## config.mk

```make
export PLATFORM = sky130hd
export DESIGN_NAME = input_select_fault_monitor
export DESIGN_NICKNAME = d
export VERILOG_FILES = /design/src/fault_monitor_pkg.sv /design/src/input_select_fault_monitor.sv
export SDC_FILE = /design/constraint.sdc
export NUM_CORES = 1
export LEC_CHECK = 0
export BUFFER_PORTS_ARGS = -buffer_cell sky130_fd_sc_hd__buf_2
export CAP_MARGIN = 30
export CORE_ASPECT_RATIO = 1.25
export CORE_MARGIN = 10
export CORE_UTILIZATION = 30
export CTS_CLUSTER_SIZE = 14
export DETAILED_ROUTE_END_ITERATION = 10
export GPL_ROUTABILITY_DRIVEN = 0
export GPL_TIMING_DRIVEN = 0
export PLACE_DENSITY = 0.53
export SYNTH_ARGS = -nofsm -noshare
export SYNTH_HDL_FRONTEND = slang
export SYNTH_SLANG_ARGS = --single-unit
```

## constraint.sdc

```tcl
create_clock -name i_ref_clk -period 7.1 [get_ports i_ref_clk]
set_input_delay 0.71 -clock i_ref_clk [delete_from_list [all_inputs] [get_ports i_ref_clk]]
set_output_delay 0.71 -clock i_ref_clk [all_outputs]
set_load 0.02 [all_outputs]
```

## src/fault_monitor_pkg.sv

```systemverilog
`default_nettype none
package fault_monitor_pkg;

    // ==========================================================
    // Register offsets (byte addresses)
    // ==========================================================
    localparam logic [5:0] OFF_CTRL = 6'h00;
    localparam logic [5:0] OFF_INCFG = 6'h04;
    localparam logic [5:0] OFF_PRIO = 6'h08;
    localparam logic [5:0] OFF_LOSCFG = 6'h0C;
    localparam logic [5:0] OFF_OOFCFG = 6'h10;
    localparam logic [5:0] OFF_LOLCFG = 6'h14;
    localparam logic [5:0] OFF_LOLTMR = 6'h18;
    localparam logic [5:0] OFF_LIVE = 6'h1C;
    localparam logic [5:0] OFF_STICKY = 6'h20;
    localparam logic [5:0] OFF_MASK = 6'h24;

    // ==========================================================
    // Field layouts
    // ==========================================================
    typedef struct packed {
        logic fast_en;
        logic precise_en;
        logic [2:0] oof_ref;
        logic shutdown_off;
        logic hitless;
        logic zero_delay;
        logic revertive;
        logic auto_mode;
        logic [1:0] reg_sel;
        logic sel_from_reg;
    } ctrl_s;

    typedef struct packed {
        logic hold;
        logic lock_loss_flag;
        logic [3:0] freq_out_of_range_flag;
        logic ref_los;
        logic [3:0] signal_loss_flag;
    } status_s;

    typedef enum logic [1:0] {
        ST_ACQ = 2'b00,
        ST_CLR_WAIT = 2'b01,
        ST_LOCKED = 2'b11
    } lock_st_e;

    // ==========================================================
    // Reset values and timing counts
    // ==========================================================
    localparam logic [12:0] CTRL_RST = 13'h1800;
    localparam logic [11:0] INCFG_RST = 12'hF0F;
    localparam logic [15:0] PRIO_RST = 16'h3210;
    localparam logic [23:0] LOSCFG_RST = 24'h402222;
    localparam logic [15:0] OOFCFG_RST = 16'h0103;
    localparam logic [31:0] LOLCFG_RST = 32'h0001000A;
    localparam logic [15:0] LOLTMR_RST = 16'h0010;
    localparam logic [10:0] MASK_RST = 11'h000;
    localparam int PRECISE_WIN_DEF = 1000000;
    localparam int FAST_WIN_DEF = 1000;
    localparam int FAST_PPM = 4000;
    localparam logic [15:0] REF_LOS_LIMIT = 16'h0040;

endpackage : fault_monitor_pkg
`default_nettype wire

```

## src/input_select_fault_monitor.sv

```systemverilog
// Decided for this implementation: the register addresses and the plain strobed port.
`timescale 1ns/100ps
`default_nettype none
module input_select_fault_monitor
    import fault_monitor_pkg::*;
#(
    parameter int PRECISE_WIN = PRECISE_WIN_DEF,
    parameter int FAST_WIN = FAST_WIN_DEF
) (
    // Clock and reset.
    input wire logic i_ref_clk,
    input wire logic i_sys_rst,
    // Register port.
    input wire logic [5:0] i_addr,
    input wire logic [31:0] i_wdata,
    input wire logic i_wr,
    input wire logic i_rd,
    output logic [31:0] o_rdata,
    // Sampled clock inputs, crystal and select pins.
    input wire logic [3:0] i_clk_in,
    input wire logic i_xtal_clk,
    input wire logic [1:0] i_in_sel_pins,
    // PLL side.
    input wire logic [15:0] i_pd_freq_diff,
    output logic [1:0] o_active_sel,
    output logic o_ref_valid,
    output logic o_holdover,
    output logic o_freerun,
    output logic o_hitless_en,
    output logic o_fastlock,
    output logic o_external_feedback_input,
    output logic o_outputs_enable,
    output logic [3:0] o_in_enable,
    output logic [3:0] o_in_differential,
    // Status pins.
    output logic o_lock_loss_flag,
    output logic o_status_interrupt_pin
);

    // ==========================================================
    // Registers and decode
    // ==========================================================
    localparam int FAST_LIM = FAST_PPM * FAST_WIN / 1000000;
    ctrl_s ctrl_r;
    logic [11:0] incfg_r;
    logic [15:0] prio_r;
    logic [23:0] loscfg_r;
    logic [15:0] oofcfg_r;
    logic [31:0] lolcfg_r;
    logic [15:0] loltmr_r;
    logic [10:0] sticky_r, mask_r;
    status_s live;
    wire wr_sticky = i_wr && (i_addr == OFF_STICKY);
    wire [10:0] clr_mask = wr_sticky ? i_wdata[10:0] : 11'h000;
    // Set wins over clear so no event slips through a clear write.
    wire [10:0] sticky_nxt = (sticky_r & ~clr_mask) | live;

    // Software-writable configuration; pins select by default.
    always_ff @(posedge i_ref_clk) begin
        if (i_sys_rst) begin
            ctrl_r <= ctrl_s'(CTRL_RST);
            incfg_r <= INCFG_RST;
            prio_r <= PRIO_RST;
            loscfg_r <= LOSCFG_RST;
            oofcfg_r <= OOFCFG_RST;
            lolcfg_r <= LOLCFG_RST;
            loltmr_r <= LOLTMR_RST;
            mask_r <= MASK_RST;
            sticky_r <= 11'h000;
        end else begin
            if (i_wr && i_addr == OFF_CTRL) ctrl_r <= ctrl_s'(i_wdata[12:0]);
            if (i_wr && i_addr == OFF_INCFG) incfg_r <= i_wdata[11:0];
            if (i_wr && i_addr == OFF_PRIO) prio_r <= i_wdata[15:0];
            if (i_wr && i_addr == OFF_LOSCFG) loscfg_r <= i_wdata[23:0];
            if (i_wr && i_addr == OFF_OOFCFG) oofcfg_r <= i_wdata[15:0];
            if (i_wr && i_addr == OFF_LOLCFG) lolcfg_r <= i_wdata;
            if (i_wr && i_addr == OFF_LOLTMR) loltmr_r <= i_wdata[15:0];
            if (i_wr && i_addr == OFF_MASK) mask_r <= i_wdata[10:0];
            sticky_r <= sticky_nxt;
        end
    end

    // ==========================================================
    // Edge detection and shared reference windows
    // ==========================================================
    logic [3:0] in_prev_r;
    logic xtal_prev_r;
    logic [20:0] prec_ref_r;
    logic [12:0] fast_ref_r;
    wire [3:0] in_edge = i_clk_in & ~in_prev_r;
    wire xtal_edge = i_xtal_clk & ~xtal_prev_r;
    // Any of the four inputs or the crystal can be the zero-ppm reference.
    wire ref_edge = (ctrl_r.oof_ref == 3'h0 || ctrl_r.oof_ref > 3'h4) ?
                    xtal_edge : in_edge[2'(ctrl_r.oof_ref - 3'h1)];
    wire prec_done = ref_edge && (prec_ref_r == 21'(PRECISE_WIN - 1));
    wire fast_done = ref_edge && (fast_ref_r == 13'(FAST_WIN - 1));

    // Window counters run on reference edges only.
    always_ff @(posedge i_ref_clk) begin
        if (i_sys_rst) begin
            in_prev_r <= 4'h0;
            xtal_prev_r <= 1'b0;
            prec_ref_r <= 21'h000000;
            fast_ref_r <= 13'h0000;
        end else begin
            in_prev_r <= i_clk_in;
            xtal_prev_r <= i_xtal_clk;
            if (prec_done) prec_ref_r <= 21'h000000;
            else if (ref_edge) prec_ref_r <= prec_ref_r + 21'h000001;
            if (fast_done) fast_ref_r <= 13'h0000;
            else if (ref_edge) fast_ref_r <= fast_ref_r + 13'h0001;
        end
    end

    // ==========================================================
    // Per-input signal-loss and frequency monitors
    // ==========================================================
    logic [3:0] los_live, oof_live, valid;
    genvar g;
    generate
        for (g = 0; g < 4; g++) begin : g_mon
            logic [15:0] per_r;
            logic [3:0] miss_r;
            logic [21:0] pcnt_r;
            logic [13:0] fcnt_r;
            logic oofp_r, ooff_r;
            // Tolerating a few missed periods lets gapped clocks pass.
            wire expired = per_r >= {8'h00, loscfg_r[23:16]};
            wire [3:0] sens = loscfg_r[4*g +: 4];
            wire [21:0] pdev = (pcnt_r >= 22'(PRECISE_WIN)) ?
                               pcnt_r - 22'(PRECISE_WIN) :
                               22'(PRECISE_WIN) - pcnt_r;
            wire [13:0] fdev = (fcnt_r >= 14'(FAST_WIN)) ?
                               fcnt_r - 14'(FAST_WIN) :
                               14'(FAST_WIN) - fcnt_r;
            // One count of the window is 1 ppm, so a 2 ppm step is two.
            wire [21:0] plim = {13'h0000, oofcfg_r[7:0], 1'b0};
            wire [21:0] phys = {14'h0000, oofcfg_r[15:8]};

            // Period timing and windowed edge counting.
            always_ff @(posedge i_ref_clk) begin
                if (i_sys_rst) begin
                    per_r <= 16'h0000;
                    miss_r <= 4'h0;
                    pcnt_r <= 22'h000000;
                    fcnt_r <= 14'h0000;
                    oofp_r <= 1'b0;
                    ooff_r <= 1'b0;
                end else begin
                    if (in_edge[g]) begin
                        per_r <= 16'h0000;
                        miss_r <= 4'h0;
                    end else if (expired) begin
                        per_r <= 16'h0000;
                        if (miss_r != 4'hF) miss_r <= miss_r + 4'h1;
                    end else begin
                        per_r <= per_r + 16'h0001;
                    end
                    if (prec_done) begin
                        pcnt_r <= {21'h000000, in_edge[g]};
                        if (pdev > plim) oofp_r <= 1'b1;
                        else if (pdev + phys <= plim) oofp_r <= 1'b0;
                    end else if (in_edge[g]) begin
                        pcnt_r <= pcnt_r + 22'h000001;
                    end
                    if (fast_done) begin
                        fcnt_r <= {13'h0000, in_edge[g]};
                        ooff_r <= fdev > 14'(FAST_LIM);
                    end else if (in_edge[g]) begin
                        fcnt_r <= fcnt_r + 14'h0001;
                    end
                end
            end
            assign los_live[g] = incfg_r[8+g] && (miss_r > sens);
            assign oof_live[g] = (oofp_r && ctrl_r.precise_en) ||
                                 (ooff_r && ctrl_r.fast_en);
            assign valid[g] = incfg_r[g] && !los_live[g] && !oof_live[g] &&
                              !(ctrl_r.zero_delay && g == 3);
        end
    endgenerate

    // ==========================================================
    // Input selection
    // ==========================================================
    // Lower priority value wins; strict compare keeps the lower input.
    function automatic logic [2:0] best_of(input logic [3:0] v,
                                           input logic [15:0] p);
        logic [2:0] res;
        logic [3:0] bp;
        res = 3'b000;
        bp = 4'hF;
        for (int k = 0; k < 4; k++) begin
            if (v[k] && (!res[2] || p[4*k +: 4] < bp)) begin
                res = {1'b1, 2'(k)};
                bp = p[4*k +: 4];
            end
        end
        return res;
    endfunction

    logic [1:0] active_r;
    logic ref_ok_r;
    wire [2:0] best = best_of(valid, prio_r);
    wire [1:0] man_code = ctrl_r.sel_from_reg ? ctrl_r.reg_sel
                                              : i_in_sel_pins;
    wire man_ok = valid[man_code] &&
                  !(ctrl_r.zero_delay && man_code == 2'b11);
    wire keep = ref_ok_r && valid[active_r];
    wire take_best = ctrl_r.revertive || !keep;
    wire [1:0] auto_sel = take_best ? best[1:0] : active_r;
    wire auto_ok = take_best ? best[2] : 1'b1;
    wire [1:0] sel_nxt = ctrl_r.auto_mode ? auto_sel : man_code;
    wire ok_nxt = ctrl_r.auto_mode ? auto_ok : man_ok;
    wire switched = ok_nxt && (!ref_ok_r || sel_nxt != active_r);

    // Active reference register.
    always_ff @(posedge i_ref_clk) begin
        if (i_sys_rst) begin
            active_r <= 2'b00;
            ref_ok_r <= 1'b0;
        end else begin
            active_r <= sel_nxt;
            ref_ok_r <= ok_nxt;
        end
    end

    // ==========================================================
    // Lock-loss monitor
    // ==========================================================
    lock_st_e st_r, st_nxt;
    logic [15:0] tmr_r, tmr_nxt;
    logic ever_locked_r;
    // Separate thresholds give hysteresis between set and clear.
    wire lol_set = i_pd_freq_diff > lolcfg_r[15:0];
    wire clr_ok = i_pd_freq_diff < lolcfg_r[31:16];
    wire drop = !ok_nxt || switched;

    // Next state of the lock machine.
    always_comb begin
        st_nxt = st_r;
        tmr_nxt = tmr_r;
        case (st_r)
            ST_ACQ: begin
                if (!drop && clr_ok) begin
                    tmr_nxt = loltmr_r;
                    st_nxt = ST_CLR_WAIT;
                end
            end
            ST_CLR_WAIT: begin
                if (drop || !clr_ok) st_nxt = ST_ACQ;
                else if (tmr_r == 16'h0000) st_nxt = ST_LOCKED;
                else tmr_nxt = tmr_r - 16'h0001;
            end
            ST_LOCKED: begin
                if (drop || lol_set) st_nxt = ST_ACQ;
            end
            default: st_nxt = ST_ACQ;
        endcase
    end

    // Lock machine state.
    always_ff @(posedge i_ref_clk) begin
        if (i_sys_rst) begin
            st_r <= ST_ACQ;
            tmr_r <= 16'h0000;
            ever_locked_r <= 1'b0;
        end else begin
            st_r <= st_nxt;
            tmr_r <= tmr_nxt;
            if (st_r == ST_LOCKED) ever_locked_r <= 1'b1;
        end
    end

    // ==========================================================
    // Crystal loss, status and outputs
    // ==========================================================
    logic [15:0] xper_r;
    logic ref_los_r;
    logic [31:0] rdata_r;

    // Crystal period watchdog.
    always_ff @(posedge i_ref_clk) begin
        if (i_sys_rst) begin
            xper_r <= 16'h0000;
            ref_los_r <= 1'b0;
        end else begin
            xper_r <= xtal_edge ? 16'h0000 : xper_r + 16'h0001;
            if (xtal_edge) ref_los_r <= 1'b0;
            else if (xper_r >= REF_LOS_LIMIT) ref_los_r <= 1'b1;
        end
    end

    // Live status assembly.
    assign live.signal_loss_flag = los_live;
    assign live.ref_los = ref_los_r;
    assign live.freq_out_of_range_flag = oof_live;
    assign live.lock_loss_flag = (st_r != ST_LOCKED);
    assign live.hold = !ref_ok_r && ever_locked_r;

    // Read mux; unmapped addresses read as zero.
    wire [31:0] rd_mux =
        (i_addr == OFF_CTRL) ? {19'h00000, ctrl_r} :
        (i_addr == OFF_INCFG) ? {20'h00000, incfg_r} :
        (i_addr == OFF_PRIO) ? {16'h0000, prio_r} :
        (i_addr == OFF_LOSCFG) ? {8'h00, loscfg_r} :
        (i_addr == OFF_OOFCFG) ? {16'h0000, oofcfg_r} :
        (i_addr == OFF_LOLCFG) ? lolcfg_r :
        (i_addr == OFF_LOLTMR) ? {16'h0000, loltmr_r} :
        (i_addr == OFF_LIVE) ? {18'h00000, active_r, 1'b0, live} :
        (i_addr == OFF_STICKY) ? {21'h000000, sticky_r} :
        (i_addr == OFF_MASK) ? {21'h000000, mask_r} : 32'h00000000;

    // Read data stands only in the cycle after the strobe.
    always_ff @(posedge i_ref_clk) begin
        if (i_sys_rst) rdata_r <= 32'h00000000;
        else rdata_r <= i_rd ? rd_mux : 32'h00000000;
    end

    assign o_rdata = rdata_r;
    assign o_active_sel = active_r;
    assign o_ref_valid = ref_ok_r;
    assign o_holdover = live.hold;
    assign o_freerun = !ref_ok_r && !ever_locked_r;
    assign o_hitless_en = ctrl_r.hitless;
    assign o_fastlock = ref_ok_r && live.lock_loss_flag;
    assign o_external_feedback_input = ctrl_r.zero_delay;
    assign o_outputs_enable = !(ref_los_r && !ctrl_r.shutdown_off);
    assign o_in_enable = incfg_r[3:0];
    assign o_in_differential = incfg_r[7:4];
    assign o_lock_loss_flag = live.lock_loss_flag;
    assign o_status_interrupt_pin = |(sticky_r & mask_r);
endmodule : input_select_fault_monitor
`default_nettype wire

```

# Yosys cells after proc, flatten, opt, wreduce, memory -nomap -nowiden
# Cells that the tools add are included.
# word_totals
in_bits	65
ff_bits	493
latch_bits	0
romBits	0
n_memories	0
ramBits	0
# classes
mux	71
n_eq_ne	25
magnitude_cmp	38
n_addsub	41
n_shift	0
n_div	0
bitwise_logic	9
n_reduce_logical	121
n_mul	0
# ops
cell	n
$add A22 B1 Y22 const B	4
$add A22 B8 Y22	4
$ge A22 B20 Y1 const B	4
$gt A22 B9 Y1	4
$le A22 B9 Y1	4
$mux W22	4
$sub A20 B22 Y22 const A	4
$sub A22 B20 Y22 const B	4
$add A16 B1 Y16 const B	5
$mux W16	5
$mux W14	5
$ge A16 B8 Y1	4
$add A14 B1 Y14 const B	4
$ge A14 B10 Y1 const B	4
$gt A14 B3 Y1 const B	4
$sub A10 B14 Y14 const A	4
$sub A14 B10 Y14 const B	4
$mux W24	2
$logic_and A1 B1 Y1	44
$mux W11	3
$mux W32	1
$pmux W16 S2	1
$mux W1	30
$mux W13	2
other kinds (52)	151

# Longest topological paths before layout
# Gate-level depths: netlist of run 1.
# logic_depth
ltp_word	28
ltp_mapped	32
mapped_depth_nobuf	29

# Worst setup path after synthesis of run 1
# No wires, ideal clock.
# synth_timing
path_type	register to register
start	reg loscfg_r[1]
end	reg tmr_r[10]
setup_ns	0.117
slack_ns	0.791
stages_incl_launch_ff	31
synth_period_minus_slack_ns	6.309
required_time_ns	6.983
arrival_time_ns	6.191
cell_sequence	dfxtp_1 inv_1 ha_1 nor2b_1 o21a_1 o21ai_0 a21oi_1 or2_2 nor2_1 ha_1 a21oi_1 o31ai_1 o21ai_0 ha_1 a21o_1 a21oi_1 o21a_1 and3_1 clkbuf_1 nand2_1 o21a_1 ha_1 a2111oi_0 nand2_1 a22oi_1 o31a_1 a211o_1 clkbuf_1 clkbuf_1 nand3_1 a32o_1
# synth_via
elab_chain_len	28
word_cells_on_any_way	47
# synth_lines
item	line_no	source
start: declaration	input_select_fault_monitor.sv:47	logic [23:0] loscfg_r;
start signal: assignment	input_select_fault_monitor.sv:74	if (i_wr && i_addr == OFF_LOSCFG) loscfg_r <= i_wdata[23:0];
$gt A4 B4 Y1 (*)	input_select_fault_monitor.sv:174	assign los_live[g] = incfg_r[8+g] && (miss_r > sens);
$logic_and A1 B1 Y1 (*)	input_select_fault_monitor.sv:174	
$logic_not A1 Y1 (*)	input_select_fault_monitor.sv:177	assign valid[g] = incfg_r[g] && !los_live[g] && !oof_live[g] &&
$logic_and A1 B1 Y1 (*) (2 in a row)	input_select_fault_monitor.sv:177	
$mux W4 or $mux W3 (tied branches)	input_select_fault_monitor.sv:193	if (v[k] && (!res[2] || p[4*k +: 4] < bp)) begin
$lt A4 B4 Y1 or $logic_not A1 Y1 (tied branches)	input_select_fault_monitor.sv:193	
$logic_or A1 B1 Y1	input_select_fault_monitor.sv:193	
$logic_and A1 B1 Y1	input_select_fault_monitor.sv:193	
[... 11 more ...]	-	
$ne A2 B2 Y1	input_select_fault_monitor.sv:214	wire switched = ok_nxt && (!ref_ok_r || sel_nxt != active_r);
$logic_or A1 B1 Y1	input_select_fault_monitor.sv:214	
$logic_and A1 B1 Y1	input_select_fault_monitor.sv:214	
$logic_or A1 B1 Y1 (*)	input_select_fault_monitor.sv:236	wire drop = !ok_nxt || switched;
$logic_not A1 Y1	input_select_fault_monitor.sv:244	if (!drop && clr_ok) begin
$logic_and A1 B1 Y1	input_select_fault_monitor.sv:244	
$ne A2 B2 Y1 (no source line)	-	
$reduce_and A4 Y1 (no source line) (*)	-	
end signal: assignment	input_select_fault_monitor.sv:269	tmr_r <= tmr_nxt;
end: declaration	input_select_fault_monitor.sv:231	logic [15:0] tmr_r, tmr_nxt;
# Mark *: on every way between the ends. The rest lies on a longest branch, timed or not. The select of a mux whose other input is x is not followed.
# A chain may end at the register's enable or synchronous reset.

# Final worst setup path of run 1
# layout_timing
start	reg loscfg_r[1]
end	reg tmr_r[6]
# The elaborated chain is that of the path after synthesis.

==> impl_results.md, run 1 <==
* Outcome: complete, no violations
* Worst Path Max Fanout at 10
* RSZ-0062 raised after global routing: yes
* Commonest non-fill, non-tap cell in the layout: nand2_1
* Delay-heaviest family, CP: compound AO/OA/AOI/OAI gates
* Chip height at 380 um
* CP Capture Type: flip-flop
* First-pass GRT wire length at 162000 um
* Overflow after GRT at 0
* Fin area at 35500 sq um
* Routed WL per cell at 18.8 um
* Cell mode on critical path: ha_1
* CP Buf/Inv Count at 4
* H-Tree Depth at 2
* Number of CTS-inserted buffers at 55
* EDFF count, synth at 0
* Most frequent cells in the layout: nand2_1 (531), dfxtp_1 (493), nor2_1 (466)
* Least-Margin Pin Slew at 1.09 ns
* Hold Slack at 0.271 ns
* Mapped Cells at 4018
* Min Tclk post-route at 6.68 ns
* Post-DP HPWL at 81000 um
* Final-report max-slew violation count at 0
* Highest achievable clock rate at 0.150 GHz
* DR vias at 29400
* # setup viols final at 0
* Highest cell delay on the worst timing path at 0.39 ns
* Register area share after synthesis at 0.318
* Antenna violation net count after detailed routing at 0
* DRC at 0
* Yosys top cell area share at 0.318
* Die X at 308 um
* Unique masters post-synth at 93
* FFs w/ async S/R, synth at 0
* DR pass1 iterations at 8
* Reg-to-Reg End: tmr_r[6]
* Dpl cell area at 33400 sq um
* FF+latch count, synth at 493
* Initial antenna violation count at 8
* Max-slew headroom at 0.275
* Leakage at 13.3 nW
* HP Class: in2reg
* Reg2reg start: loscfg_r[1]
* Cell taking the most area after synthesis: dfxtp_1
* Largest net degree at the start of global routing at 20
* Clk sink count at 493
* Endpoints failing hold at 0
* Clock Path Buffers at 3
* Total track usage at 0.173
* Via density at 5.25
* R2r setup slk at 0.42 ns
* Total Routed Length at 105000 um
* Synth top area cells: dfxtp_1 (32%), ha_1 (9.8%), nand2_1 (6.4%)
* Number of I/O pins at 116
* Initial DRC count at 2130
* Synth Warn # at 0
* Synth Area per Inst at 7.73 sq um
* TritonCTS clock tree: built
* Synth Flop Type: dfxtp_1
* Worst path slowest cell: a2111oi_4
* Post-CTS Setup Bufs at 0
* Root buf cell: clkbuf_16
* Req. time, crit path at 7.66 ns
* Critical Path Source: loscfg_r[1]
* Row count at 131
* Clk_skew at 0.0440 ns
* Die footprint at 117000 sq um
* Initial Utilization at 0.303
* CP arrival at 7.25 ns
* Startpoint Class: flip-flop
* WS Path Type: reg2reg
* Core Region at 102000 sq um
* Setup tns final at 0 ns
* Max-cap violation count at 0
* Peak VDD IR at 0.000177 V
* Clock Latency Late Sink at 0.66 ns
* Vias in the first global route at 27700
* # port buffers at 102
* Crit share post-route at 0.941
* Pwr dens at 190 nW/um^2
* Post-Syn Area at 31000 sq um
* Synth-to-Final Area Change at 14.2%
* Reg2reg path depth at 31
* Cell count along the critical path at 31
* Fraction of layout cells with a size suffix above 1 at 0.0648
* Post-layout nets at 4526
* Clk slew on worst S/H paths at 0.07 ns
* Worst setup endpoint: tmr_r[6]
==> Yosys cell counts, drive strengths merged (18+ instances only) <==
master  number
ha         244
xor2       154
or4         19
o21ai      150
a21oi      323
a22oi       18
mux2i       39
nand4       61
o211ai      25
or3         33
o31ai       21
nor4        52
o21a        47
nor2       466
and2        24
dfxtp      493
clkbuf     189
nor3        98
o22ai       20
and3        68
buf         29
nor2b       53
nand2      533
nand2b      42
a21o        33
inv        171
nand3      160
xnor2      169
a31oi       36
a211oi      22
==> worst min-delay path by stage <==
stage                      start                 to  slack, ns  cells after the start
5_1_grt              i_wdata[31]       lolcfg_r[31]       0.28                      3
6_report             i_clk_in[3]       in_prev_r[3]       0.27                      2
2_1_floorplan  g_mon[2].per_r[0]  g_mon[2].per_r[0]       0.43                      1
3_3_place_gp        lolcfg_r[27]       lolcfg_r[27]       0.44                      2
4_1_cts               i_xtal_clk        xtal_prev_r       0.25                      2
3_5_place_dp   g_mon[0].per_r[0]  g_mon[0].per_r[0]       0.45                      1
==> flip-flops by register name, indices dropped and copies added, names as in the netlist, 13 cells and up <==
signal        flops
g_mon.pcnt_r     88
g_mon.miss_r     16
o_rdata          32
lolcfg_r         32
prec_ref_r       21
g_mon.fcnt_r     56
loltmr_r         16
oofcfg_r         16
prio_r           16
loscfg_r         24
xper_r           16
g_mon.per_r      64
tmr_r            16
fast_ref_r       13
==> cell families after synthesis <==
| group | count (synthesis) | share of synthesized area |
|---|---|---|
| AOI/OAI and AO/OA | 850 | 0.173 |
| muxes | 45 | 0.0158 |
| other | 1 | 0.000121 |
| DFF | 493 | 0.318 |
| adders and majority gates | 250 | 0.102 |
| buffers and inverters | 389 | 0.0489 |
| xor gates and xnor gates | 323 | 0.0922 |
| and+or+nand+nor | 1667 | 0.250 |
==> repair_timing <==
action,in CTS,in global routing
endpoints found under the setup margin,18,18
hold buffers,0,0
resized for setup,4,8
==> cell type report <==
type | count | area [sq um]
clock inverter | 26 | 454
inverter | 171 | 642
antenna | 3 | 7.51
timing repair buffer | 112 | 606
tap | 1330 | 1660
buffer | 217 | 876
fill | 10900 | 67000
clock buffer | 76 | 1550
sequential | 493 | 9870
multi-input combinational | 3163 | 19800
==> power by group <==
group | total [W] | internal (W) | switching [W] | leakage, nW
clock | 0.00318 | 0.00189 | 0.00128 | 0.958
combinational | 0.000729 | 0.000274 | 0.000455 | 8.36
sequential | 0.00284 | 0.00280 | 0.0000346 | 3.99
==> per-stage QoR <==
stage | std cells | utilization | setup WS [ns] | power (W)
6_report | 5591 | 0.346 | 0.416 | 0.00674
5_1_grt | 5588 | 0.346 | -0.00942 | 0.00700
4_1_cts | 5587 | 0.346 | 0.102 | 0.00681
3_5_place_dp | 5486 | 0.326 | -0.608 | 0.00361
3_3_place_gp | 5477 | 0.325 | -0.910 | 0.00360
2_1_floorplan | 4045 | - | 0.791 | 0.00338
==> worst register-to-register path, delay by kind of cell, from the launching register on <==
kind                     cells  cell delay [ns]
AND/OR/NAND/NOR              9             1.56
flip-flops                   1             0.31
AO/OA/AOI/OAI               14             2.81
adder cells (fa/ha/maj)      4             1.23
buffers and inverters        4             0.70
==> routing by layer <==
layer | global-route usage | up-vias | share of wire
met5 | 0 | - | 0.00049
met4 | 0.0638 | 8 | 0.038
met3 | 0.0259 | 241 | 0.054
met2 | 0.298 | 805 | 0.48
met1 | 0.214 | 13900 | 0.43
li1 | - | 14400 | -
No activity file was read; power rests on OpenSTA's default activity.
==> inputs of run 2 (changes only) <==
- ABC_AREA: default -> 1
==> impl_results.md, run 2 <==
* Outcome: complete, no violations
* Max-cap violation count at 0
* CP Capture Type: flip-flop
* Storage element area at 9870 sq um
* Reg2reg path depth at 37
* P_sw at 0.00175 W
* Synth-to-Final Area Change at 14.1%
* Routed WL per cell at 16.8 um
* # port buffers at 115
* Unique masters post-synth at 67
* Top reg by flops: g_mon.pcnt_r
* P_int at 0.00487 W
* Seq pwr share at 0.428
* Non-Filler Instances at 5985
* Vias in the first global route at 28100
* Post-CTS Hold Fix Bufs at 0
* Die X at 307 um
* Synth Area per Inst at 7.00 sq um
* RSZ-0062 raised after global routing: no
* Root buf cell: clkbuf_16
* Logic pwr share at 0.105
* Switching portion of total power at 0.265
* Total Routed Length at 101000 um
* Synth top area cells: dfxtp_1 (32%), ha_1 (9.9%), nand2_1 (8.0%)
* Chip height at 378 um
* Delay-heaviest family, CP: simple AND/OR/NAND/NOR gates
* Post-CTS Setup Bufs at 0
* CP Buf/Inv Count at 9
* Synth Warn # at 0
* Leakage at 14.5 nW
* Pwr dens at 188 nW/um^2
* Via density at 4.93
* Worst path slowest cell: clkbuf_1
* Most frequent cell after synthesis: nand2_1
* Synth Flop Type: dfxtp_1
* EDFF count, synth at 0
* Endpoints failing hold at 0
* Min Tclk post-route at 6.09 ns
* Synth Area in Compound Gates at 0.175
* Highest cell delay on the worst timing path at 0.42 ns
* Highest achievable clock rate at 0.164 GHz
* GR Layer Usage met3 at 0.0235
* FFs w/ async S/R, synth at 0
* CP arrival at 6.63 ns
* Overflow after GRT at 0
* Startpoint Class: flip-flop
* Multi-input logic area at 18100 sq um
* DRC at 0
* Initial DRC count at 1874
* Clock power share at 0.467
* Clk_skew at 0.0367 ns
* Cell taking the most area after synthesis: dfxtp_1
* Initial Utilization at 0.302
* Mux cell area share after synthesis at 0.00130
* Total track usage at 0.167
* Largest family of logic cells by synthesized area: simple AND/OR/NAND/NOR gates
* Adder-Cell Fraction of Synth Area at 0.102
* Post-Synth Simple-Gate Area at 0.242
* Cell count along the critical path at 37
* Post-DP HPWL at 78100 um
* Final-report max-slew violation count at 0
* Row count at 131
* Post-layout nets at 4922
* H-Tree Depth at 2
* Clock Latency Late Sink at 0.66 ns
* WS Path Type: reg2reg
* Number of flip-flops in the largest register at 88
* Register area share after synthesis at 0.320
* Yosys top cell area share at 0.320
* Req. time, crit path at 7.63 ns
* Max-slew headroom at 0.352
* Commonest non-fill, non-tap cell in the layout: nand2_1
* Post-synth top cells: nand2_1 (655), inv_1 (629), nor2_1 (511), dfxtp_1 (493), a21oi_1 (379)
* Number of CTS-inserted buffers at 55
* # setup viols final at 0
* Fill cells at 11000
* Gr busiest metal: met2
* Most frequent cells in the layout: nand2_1 (655), inv_1 (629), nor2_1 (511)
* Peak VDD IR at 0.000160 V
* Largest net degree at the start of global routing at 16
* Fraction of layout cells with a size suffix above 1 at 0.0683
* Post-CTS sizing at 0
* Setup tns final at 0 ns
* FF+latch count, synth at 493
* DR vias at 29500
* Least-Margin Pin Slew at 0.972 ns
* Hold path depth at 3
* Met2 GRT Util at 0.292
* Number of I/O pins at 116
* Crit share post-route at 0.858
* First-pass GRT wire length at 156000 um
* Xor/xnor share of the synthesized area at 0.0636
* Biggest regs: g_mon.pcnt_r x88, g_mon.per_r x64, g_mon.fcnt_r x56
* TritonCTS clock tree: built
* Mapped Cells at 4405
* Clk slew on worst S/H paths at 0.06 ns
* Clk sink count at 493
* Finished Core Util at 0.345
* DR pass1 iterations at 6
* Met1 GRT Util at 0.204
* Inst Count DP at 5881
* Clock Path Buffers at 3
* Die footprint at 116000 sq um
* Post-Syn Area at 30800 sq um
* Initial antenna violation count at 3
* Worst Path Max Fanout at 10
* HP Class: in2reg
* Antenna violation net count after detailed routing at 0
* Core Region at 102000 sq um
## run 2: area by class of cell
type / instances / area share
Buffer: 117 / 0.0146
Sequential cell: 493 / 0.281
Antenna cell: 2 / 0.000142
Inverter: 651 / 0.0695
Clock inverter: 32 / 0.0125
Tap cell: 1330 / 0.0473
Multi-Input combinational cell: 3171 / 0.515
Timing Repair Buffer: 120 / 0.0181
Clock buffer: 69 / 0.0426
## run 2: stage by stage
step | total power [W] | setup WS (ns) | instance area [sq um] | hold slack (ns)
after global placement | 0.00357 | 0.955 | 33200 | 0.430
after global routing | 0.00691 | 0.336 | 35200 | 0.302
final | 0.00663 | 1.01 | 35200 | 0.285
after detailed placement | 0.00358 | 1.03 | 33200 | 0.446
after CTS | 0.00671 | 1.01 | 35200 | 0.252
after floorplan | 0.00336 | 1.99 | 30900 | 0.417
## run 2: final timing paths
path	start	end	slack, ns
worst max-delay path	g_mon[1].pcnt_r[6]	g_mon[1].oofp_r	1.01
worst min-delay path	i_wdata[5]	loscfg_r[5]	0.29
worst max register to register	g_mon[1].pcnt_r[6]	g_mon[1].oofp_r	1.01
worst min register to register	prec_ref_r[17]	prec_ref_r[17]	0.45
## run 2: layer usage
layer	routed length, um	vias to the layer above
met1	44000	13600
li1	-	15100
met3	5330	178
met5	27	-
met2	47500	723
met4	3900	4
## run 2: cells by family (layout without fill, tap and decap cells)
family	count (synthesis)	in the layout
mux	4	4
fa+ha+maj	248	248
other cells	1	30
xor+xnor	223	223
flops	493	493
buf+inv	768	989
simple gates	1703	1703
compound gates	965	965
## run 2: worst reg2reg max path: cells and delay by family (launching register included)
kind,cells,cell delay [ns]
AND/OR/NAND/NOR,13,1.68
buffers and inverters,9,1.58
AO/OA/AOI/OAI,10,1.25
adder cells (fa/ha/maj),3,0.89
flip-flops,1,0.36
XOR/XNOR,2,0.29
## run 2: power groups by stage
stage	Sequential, W	Clock (W)	Combinational (W)
after global routing	0.00284	0.00328	0.000790
after detailed placement	0.00290	0	0.000688
after CTS	0.00283	0.00318	0.000692
after global placement	0.00290	0	0.000678
after floorplan	0.00289	0	0.000474
final	0.00284	0.00310	0.000694
